### src/vsc_consts.vh
// Constants for the scroll and character video control block
`ifndef VSC_CONSTS_VH
`define VSC_CONSTS_VH

// ****************************************
// APB register byte addresses
// ****************************************
`define ADDR_CMD 12'h00C
`define ADDR_STATUS 12'h010
`define ADDR_MODE 12'h014
`define ADDR_W 12

// ****************************************
// Command codes
// ****************************************
`define CMD_TOGGLE_BLINK 4'h8
`define CMD_CLR_VIRQ 4'h9
`define CMD_REV_ON 4'hA
`define CMD_REV_OFF 4'hB
`define CMD_ATTR_24 4'hD
`define CMD_ATTR_48 4'hF

// ****************************************
// Scan rows and character codes
// ****************************************
`define SCAN_FIRST_ADDR 4'hF
`define SCAN_UNDERLINE 4'h7
`define ROW_LAST 4'h9
`define ROW_ZERO 4'h0
`define ROW_ONE 4'h1
`define CHAR_TERM 8'hFF

// ****************************************
// Column limits and gaps
// ****************************************
`define COLS_80_SINGLE 8'h53
`define COLS_80_DOUBLE 8'h29
`define COLS_132_SINGLE 8'h89
`define COLS_132_DOUBLE 8'h44
`define GAP_80 4'h2
`define GAP_132 4'h1
`define DOTS_PER_BYTE 4'h8

// ****************************************
// Timing
// ****************************************
`define CLK_MHZ 200
`define HOLDOFF_US 500
`define HOLDOFF_CYCLES (`HOLDOFF_US * `CLK_MHZ)

// ****************************************
// Mode register fields
// ****************************************
`define MODE_COL132_BIT 0
`define MODE_DOUBLE_BIT 1
`define MODE_HZ60_BIT 2

`endif

### src/video_scroll_char_control.v
// Scroll latch, command decode, scan row sequencing and dot serializer
// How it works
// - Commands arrive only as 4-bit writes to port 0CH; no read-back.
// - Codes 0..3 set the two low scroll latch bits.
// - Codes 4..7 set the two high scroll latch bits.
// - Code 9 clears the vertical interrupt raised at each vertical blank.
// - Code A turns whole-screen reverse on, code B turns it off.
// - Code 8 toggles blink; code D selects reverse, 24 lines, blink off.
// - Code F selects reverse, 48 lines, blink off.
// - Latch picks first scan row of region start and last row of region end.
// - Latch 0 gives rows 0..9; latch N starts at N, ends at N-1.
// - Line scroll flag comes from previous pointer; location 0 never scrolls.
// - 60 Hz frame starts with two blank lines chained from location 0.
// - Location 0 fetched at interrupt; second line held off 500 us.
// - Commanded latch moves into use at vertical reset of each frame.
// - ROM address is character code above 4-bit scan address.
// - Codes 00..FE are glyphs; FF flags end of line.
// - Cell scans F then 0..8; with the latch 0..9, 9..E show only on a line that both starts and ends a region; 7 is underline.
// - Bit 0 is rightmost dot and fills 2-dot or 1-dot gap.
// - Column limits 83/41 at 80 columns, 137/68 at 132 columns.
`timescale 1ns/1ps
`include "vsc_consts.vh"

module video_scroll_char_control #(
  parameter HOLDOFF_CYCLES = `HOLDOFF_CYCLES
) (
  // Clock and reset
  input wire clk_sys_in,
  input wire rstn_in,
  // APB slave
  input wire psel_in,
  input wire penable_in,
  input wire pwrite_in,
  input wire [11:0] paddr_in,
  input wire [31:0] pwdata_in,
  output reg [31:0] prdata_out,
  output reg pready_out,
  output reg pslverr_out,
  // Frame and line timing from the timing generator
  input wire vert_reset_in,
  input wire vblank_start_in,
  input wire line_start_in,
  input wire line_loc0_in,
  input wire line_scroll_in,
  input wire region_last_in,
  input wire scan_adv_in,
  // Character fetch and ROM
  input wire char_valid_in,
  input wire [7:0] char_code_in,
  input wire [7:0] rom_data_in,
  // Outputs to the display path
  output reg char_ready_out,
  output reg [11:0] rom_addr_out,
  output reg term_out,
  output reg col_overflow_out,
  output reg dot_out,
  output reg dot_valid_out,
  output reg underline_scan_out,
  output reg [3:0] scan_addr_out,
  output reg line_done_out,
  output reg vert_irq_out,
  output reg fetch2_hold_out,
  output reg blink_out,
  output reg reverse_field_out,
  output reg basic_rev_out,
  output reg lines48_out
);

  // ****************************************
  // APB decode
  // ****************************************
  wire access_w;
  wire cmd_wr;
  wire mode_wr;
  wire [3:0] cmd_w;
  reg [3:0] latch_q;
  reg [3:0] active_q;
  reg [2:0] mode_q;
  reg holdoff_run_q;
  reg [31:0] holdoff_cnt_q;

  assign access_w = psel_in & penable_in & ~pready_out;
  assign cmd_wr = access_w & pwrite_in & (paddr_in == `ADDR_CMD);
  assign mode_wr = access_w & pwrite_in & (paddr_in == `ADDR_MODE);
  assign cmd_w = pwdata_in[3:0];

  // One wait state: pready rises one cycle after the access phase opens
  always @(posedge clk_sys_in or negedge rstn_in) begin
    if (!rstn_in) begin
      pready_out <= 1'b0;
      pslverr_out <= 1'b0;
      prdata_out <= 32'h00000000;
    end else begin
      pready_out <= access_w;
      pslverr_out <= 1'b0;
      prdata_out <= 32'h00000000;
      if (access_w) begin
        case (paddr_in)
          `ADDR_CMD: begin
            // Write-only port, reads return zero
            prdata_out <= 32'h00000000;
          end
          `ADDR_STATUS: begin
            prdata_out <= {18'h00000, fetch2_hold_out, lines48_out, basic_rev_out, vert_irq_out,
              reverse_field_out, blink_out, active_q, latch_q};
          end
          `ADDR_MODE: begin
            prdata_out <= {29'h00000000, mode_q};
          end
          default: begin
            pslverr_out <= 1'b1;
          end
        endcase
      end
    end
  end

  // ****************************************
  // Command decode
  // ****************************************
  always @(posedge clk_sys_in or negedge rstn_in) begin
    if (!rstn_in) begin
      latch_q <= 4'h0;
      blink_out <= 1'b0;
      reverse_field_out <= 1'b0;
      basic_rev_out <= 1'b0;
      lines48_out <= 1'b0;
      mode_q <= 3'h0;
    end else begin
      if (mode_wr) begin
        mode_q <= pwdata_in[2:0];
      end
      if (cmd_wr) begin
        if (cmd_w[3] == 1'b0) begin
          if (cmd_w[2] == 1'b0) begin
            latch_q[1:0] <= cmd_w[1:0];
          end else begin
            latch_q[3:2] <= cmd_w[1:0];
          end
        end else begin
          case (cmd_w)
            `CMD_TOGGLE_BLINK: begin
              blink_out <= ~blink_out;
            end
            `CMD_REV_ON: begin
              reverse_field_out <= 1'b1;
            end
            `CMD_REV_OFF: begin
              reverse_field_out <= 1'b0;
            end
            `CMD_ATTR_24: begin
              basic_rev_out <= 1'b1;
              lines48_out <= 1'b0;
              blink_out <= 1'b0;
            end
            `CMD_ATTR_48: begin
              basic_rev_out <= 1'b1;
              lines48_out <= 1'b1;
              blink_out <= 1'b0;
            end
            default: begin
              // Codes C and E, and 9 which is handled below, leave this state alone
              blink_out <= blink_out;
            end
          endcase
        end
      end
    end
  end

  // ****************************************
  // Vertical interrupt and second-line hold-off
  // ****************************************
  // A blank start in the same cycle as a clear keeps the interrupt set
  always @(posedge clk_sys_in or negedge rstn_in) begin
    if (!rstn_in) begin
      vert_irq_out <= 1'b0;
      holdoff_run_q <= 1'b0;
      holdoff_cnt_q <= 32'h00000000;
      fetch2_hold_out <= 1'b0;
    end else begin
      if (vblank_start_in) begin
        vert_irq_out <= 1'b1;
      end else if (cmd_wr && cmd_w == `CMD_CLR_VIRQ) begin
        vert_irq_out <= 1'b0;
      end
      // Line 0 is already in hand; the next fetch waits out the hold-off
      if (vblank_start_in) begin
        holdoff_run_q <= 1'b1;
        holdoff_cnt_q <= 32'h00000000;
        fetch2_hold_out <= 1'b1;
      end else if (holdoff_run_q) begin
        if (holdoff_cnt_q >= HOLDOFF_CYCLES - 1) begin
          holdoff_run_q <= 1'b0;
          fetch2_hold_out <= 1'b0;
        end else begin
          holdoff_cnt_q <= holdoff_cnt_q + 32'h00000001;
        end
      end
    end
  end

  // ****************************************
  // Frame latch transfer and scan row sequencing
  // ****************************************
  // Row index 0..9 maps to scan address F,0..8
  reg [3:0] row_q;
  reg [3:0] end_row_q;
  reg line_act_q;
  // Scroll attribute of the previous line, to find the top line of a region
  reg prev_scroll_q;
  wire [3:0] first_row_w;
  wire [3:0] last_row_w;
  wire line_scrolls_w;

  // Location 0 heads the blank lead-in chain, so it never scrolls
  assign line_scrolls_w = line_scroll_in & ~line_loc0_in;
  // Only the top line of a region starts late; lines inside it show all rows
  assign first_row_w = (line_scrolls_w && !prev_scroll_q) ? active_q : `ROW_ZERO;
  assign last_row_w = (active_q == `ROW_ZERO) ? `ROW_LAST : active_q - `ROW_ONE;

  function [3:0] row_to_addr;
    input [3:0] row;
    begin
      row_to_addr = (row == `ROW_ZERO) ? `SCAN_FIRST_ADDR : row - `ROW_ONE;
    end
  endfunction

  always @(posedge clk_sys_in or negedge rstn_in) begin
    if (!rstn_in) begin
      active_q <= 4'h0;
      row_q <= 4'h0;
      end_row_q <= 4'h0;
      line_act_q <= 1'b0;
      prev_scroll_q <= 1'b0;
      line_done_out <= 1'b0;
      scan_addr_out <= `SCAN_FIRST_ADDR;
      underline_scan_out <= 1'b0;
    end else begin
      line_done_out <= 1'b0;
      if (vert_reset_in) begin
        active_q <= latch_q;
      end
      if (line_start_in) begin
        // A region's top line starts late, its bottom line ends early
        row_q <= first_row_w;
        end_row_q <= (line_scrolls_w && region_last_in) ? last_row_w : `ROW_LAST;
        line_act_q <= 1'b1;
        prev_scroll_q <= line_scrolls_w;
        scan_addr_out <= row_to_addr(first_row_w);
        underline_scan_out <= (row_to_addr(first_row_w) == `SCAN_UNDERLINE);
      end else if (scan_adv_in && line_act_q) begin
        if (row_q == end_row_q) begin
          line_act_q <= 1'b0;
          line_done_out <= 1'b1;
        end else begin
          row_q <= row_q + `ROW_ONE;
          scan_addr_out <= row_to_addr(row_q + `ROW_ONE);
          underline_scan_out <= (row_to_addr(row_q + `ROW_ONE) == `SCAN_UNDERLINE);
        end
      end
    end
  end

  // ****************************************
  // Character accept, ROM address and dot serializer
  // ****************************************
  localparam ST_IDLE = 3'b001;
  localparam ST_ROM = 3'b010;
  localparam ST_SHIFT = 3'b100;

  reg [2:0] state_q;
  reg [7:0] shift_q;
  reg [3:0] dot_cnt_q;
  reg fill_q;
  reg [7:0] col_q;
  wire [7:0] col_limit_w;
  wire [3:0] cell_dots_w;
  wire accept_w;

  assign col_limit_w = mode_q[`MODE_COL132_BIT] ?
    (mode_q[`MODE_DOUBLE_BIT] ? `COLS_132_DOUBLE : `COLS_132_SINGLE) :
    (mode_q[`MODE_DOUBLE_BIT] ? `COLS_80_DOUBLE : `COLS_80_SINGLE);
  assign cell_dots_w = `DOTS_PER_BYTE + (mode_q[`MODE_COL132_BIT] ? `GAP_132 : `GAP_80);
  assign accept_w = char_valid_in & char_ready_out;

  always @(posedge clk_sys_in or negedge rstn_in) begin
    if (!rstn_in) begin
      state_q <= ST_IDLE;
      char_ready_out <= 1'b1;
      rom_addr_out <= 12'h000;
      term_out <= 1'b0;
      col_overflow_out <= 1'b0;
      shift_q <= 8'h00;
      dot_cnt_q <= 4'h0;
      fill_q <= 1'b0;
      col_q <= 8'h00;
      dot_out <= 1'b0;
      dot_valid_out <= 1'b0;
    end else begin
      term_out <= 1'b0;
      dot_valid_out <= 1'b0;
      if (line_start_in) begin
        col_q <= 8'h00;
        col_overflow_out <= 1'b0;
      end
      case (state_q)
        ST_IDLE: begin
          if (accept_w) begin
            if (char_code_in == `CHAR_TERM) begin
              term_out <= 1'b1;
            end else if (col_q >= col_limit_w) begin
              col_overflow_out <= 1'b1;
            end else begin
              rom_addr_out <= {char_code_in, scan_addr_out};
              col_q <= col_q + 8'h01;
              char_ready_out <= 1'b0;
              state_q <= ST_ROM;
            end
          end
        end
        ST_ROM: begin
          shift_q <= rom_data_in;
          fill_q <= rom_data_in[0];
          dot_cnt_q <= 4'h0;
          state_q <= ST_SHIFT;
        end
        ST_SHIFT: begin
          dot_valid_out <= 1'b1;
          // Bit 0 keeps filling the gap so joined glyphs stay joined
          if (dot_cnt_q < `DOTS_PER_BYTE) begin
            dot_out <= shift_q[7] ^ reverse_field_out;
            shift_q <= {shift_q[6:0], 1'b0};
          end else begin
            dot_out <= fill_q ^ reverse_field_out;
          end
          if (dot_cnt_q == cell_dots_w - 4'h1) begin
            char_ready_out <= 1'b1;
            state_q <= ST_IDLE;
          end else begin
            dot_cnt_q <= dot_cnt_q + 4'h1;
          end
        end
        default: begin
          state_q <= ST_IDLE;
          char_ready_out <= 1'b1;
        end
      endcase
    end
  end

endmodule // video_scroll_char_control

### config.mk
export PLATFORM = sky130hd
export DESIGN_NAME = video_scroll_char_control
export DESIGN_NICKNAME = d
export VERILOG_FILES = /design/src/video_scroll_char_control.v
export VERILOG_INCLUDE_DIRS = /design/src
export SDC_FILE = /design/constraint.sdc
export NUM_CORES = 1
export LEC_CHECK = 0
export BUFFER_PORTS_ARGS = -buffer_cell sky130_fd_sc_hd__clkbuf_2
export CAP_MARGIN = 20
export CORE_MARGIN = 2
export CORE_UTILIZATION = 54
export CTS_BUF_LIST = sky130_fd_sc_hd__clkbuf_4 sky130_fd_sc_hd__clkbuf_8 sky130_fd_sc_hd__clkbuf_16
export CTS_CLUSTER_DIAMETER = 150
export CTS_CLUSTER_SIZE = 20
export DETAILED_ROUTE_END_ITERATION = 12
export PLACE_DENSITY = 0.8
export SLEW_MARGIN = 30
export SYNTH_ARGS = -nofsm -noshare
export SYNTH_HDL_FRONTEND = slang
export SYNTH_SLANG_ARGS = --single-unit
### constraint.sdc
create_clock -name clk_sys_in -period 3.25 [get_ports clk_sys_in]
set_clock_uncertainty 0.15 [all_clocks]
set_input_delay 0 -clock clk_sys_in [delete_from_list [all_inputs] [get_ports clk_sys_in]]
set_output_delay 0 -clock clk_sys_in [all_outputs]
set_load 0.05 [all_outputs]
==> results.cfg <==
[drt]
first_iter_violations = 415
ant_nets = 0
vias = 4781
viasPerCell = 5.48
drc_errors = 0
routed_wl_mm = 13.7
wl_per_cell_um = 15.7
drt_pre_antenna_iters = 5

[synthesis]
synthArstFlopShare = 1.00
yosys_warnings = 0
synth_ff_type = dfrtp_1
synthCells = 581
ys_seq_elements = 123
netlist_top_cells_area = dfrtp_1, mux2_2, nor2_1, ha_1, mux2i_1
synth.avg_cell_area_um2 = 10.3
synth-edff-count = 0
synth_area_um2 = 6000
ys_types = 54
synth_seq_area_share = 0.514
synth_top_area_cell = dfrtp_1
synth_top_area_share = 0.488

[global_routing]
grt_pass1_vias = 4856
grt_overflow = 0
grt_pass1_wl_mm = 23.0
antenna_found_initial = 0
grt_max_degree = 74
grt_use_total = 0.251

[die]
initial_core_util = 0.554
io_pins = 136
rows = 38
die_h_um = 109
dieWidth_um = 109
dieArea_um2 = 12000
coreArea_um2 = 10800

[worst_hold_path]
min_path_type = primary input to register

[placed_design]
place_hpwl_mm = 8.54
post-place-ws_ps = 224
port_buffers = 89
gp_congestion = 0.924

[timing]
finalSetupViolCount = 0
hold_viol = 0
fin_hold_ws_ps = 96.1
relSlewSlack = 0.418
fin_crit_sh = 0.940
fin_crit_ps = 3050
rsz0062_at_grt = no
maxClockFrequency_mhz = 327
setup_tns_ps = 0
maxSlewViolCount = 0
setup_ws_ps = 197
worst_pin_slew_ps = 870

[layout]
syn_to_final_growth_pct = 26.9
finish.net_count = 810
drive_gt1_frac = 0.234
fillCellCount = 761
diodes = 0

[run]
drv_cap = 0

[power]
leakage_nw = 3.64
cellPowerDensity_nw_per_um2 = 507
vdd_drop_max_mv = 0.448
p_total_mw = 3.86

[status]
status = complete, no violations

[clock_network]
cts_buffers = 17
cts.sinks = 123
cts_setup_buffers = 0
clk_pin_slew_ps = 60
clockBufferDepth = 2
cts_tree = built
clock_latency_ps = 530
cts-root-buf = clkbuf_8
htreeDepth = 4

[setup_path]
worst-path-buf-inv = 3
critPathMaxStageDelay_ps = 520
crit_chain = inv_1, ha_1, inv_1, ha_1, or4_1, a21oi_1, o31ai_1, nor2_2, buf_4, mux2_2
critPathKind = register to register
slowest_stage = or4_1
worstPathMaxFanout = 14
cpLargestDelayFamily = simple AND/OR/NAND/NOR gates
end_kind = register
cp.arrival_ps = 3310
worst_setup_path_start_kind = register
cp_data_required_time_ps = 3510
routing by layer:
layer | GRT usage | wire (um) | share of wire
met5 | 0 | 0 | 0
met4 | 0.123 | 373 | 0.027
met3 | 0.0628 | 637 | 0.047
met2 | 0.431 | 7110 | 0.52
met1 | 0.293 | 5570 | 0.41
tightest hold or removal path: cells and delay by family:
kind / cells / cell delay (ps)
buf+inv: 1 / 80
simple gates: 5 / 650
cell usage in the layout (no fill, tap or decap), drive strengths merged, types with 4 or more instances in the layout:
cell type	instances
inv	23
a21oi	30
ha	18
mux2	28
buf	6
clkinvlp	4
nor2	62
nor2b	22
or4	5
or2	6
nand4	9
o21ai	23
and3	5
dfstp	6
o31ai	4
dfrtp	117
xnor2	15
mux2i	16
clkbuf	105
a22o	5
nand3	18
xor2	7
nor4	13
and2	9
nor3	19
dlygate4sd3	50
nand2b	6
a21o	5
clkinv	4
nand2	38
conb	18
cells in the mapped netlist (all sizes together), types with 6 or more instances:
library cell / instances
a21oi: 30
and2: 9
buf: 22
clkbuf: 20
dfrtp: 117
dfstp: 6
ha: 18
inv: 19
mux2: 28
mux2i: 16
nand2: 38
nand2b: 6
nand3: 18
nand4: 9
nor2: 62
nor2b: 22
nor3: 19
nor4: 13
o21ai: 23
or2: 6
xnor2: 15
xor2: 7
area by class of cell:
| type | instances | area [um^2] | area share |
|---|---|---|---|
| flip-flops and latches | 123 | 3090 | 0.405 |
| multi-input cells | 414 | 2680 | 0.352 |
| repair buffers | 144 | 1000 | 0.132 |
| clock buffers | 17 | 414 | 0.0544 |
| clock inverters | 15 | 190 | 0.0250 |
| well taps | 140 | 175 | 0.0230 |
| inverters | 19 | 71.3 | 0.00936 |
power breakdown:
part | total [mW] | switching [mW] | internal, mW
combinational | 0.354 | 0.231 | 0.122
sequential | 1.60 | 0.0324 | 1.57
clock | 1.91 | 0.729 | 1.18
total | 3.86 | 0.993 | 2.87
state kept, by name, indices dropped and copies added, names as in the netlist, 3 cells and up:
signal,flops
holdoff_cnt_q,32
prdata_out,14
rom_addr_out,12
col_q,8
shift_q,8
active_q,4
dot_cnt_q,4
end_row_q,4
latch_q,4
row_q,4
scan_addr_out,4
mode_q,3
state_q,3
metrics by stage:
stage | utilization | cell area (um^2) | cells
4_1_cts | 0.701 | 7600 | 871
3_5_place_dp | 0.600 | 6510 | 790
6_report | 0.703 | 7620 | 872
2_1_floorplan | - | 6070 | 598
3_3_place_gp | 0.600 | 6510 | 790
5_1_grt | 0.703 | 7620 | 872
timing repair:
action	in CTS	in global routing
setup endpoints to repair	0	0
resized for setup	0	0
endpoints found under the hold margin	159	62
hold buffers	49	1
worst paths after layout:
check | start | end | slack (ps) | cells past startpoint
setup reg to reg | mode_q[0] | rom_addr_out[4] | 200 | 10
hold / removal | paddr_in[10] | prdata_out[10] | 100 | 6
max in group asynchronous | rstn_in | holdoff_cnt_q[3] | 1770 | 4
setup / recovery | mode_q[0] | rom_addr_out[4] | 200 | 10
hold reg to reg | scan_addr_out[3] | scan_addr_out[3] | 340 | 2
min in group asynchronous | rstn_in | dot_valid_out | 440 | 3
cells by family after synthesis:
family	after synthesis	share of synthesized area
AO/OA/AOI/OAI	86	0.0890
XOR/XNOR	22	0.0321
adder cells (fa/ha/maj)	18	0.0375
buffers and inverters	61	0.0509
flip-flops	123	0.514
multiplexers	44	0.0792
other	1	0.000625
AND/OR/NAND/NOR	226	0.197
Note: power is estimated with default switching activity, not from simulation.
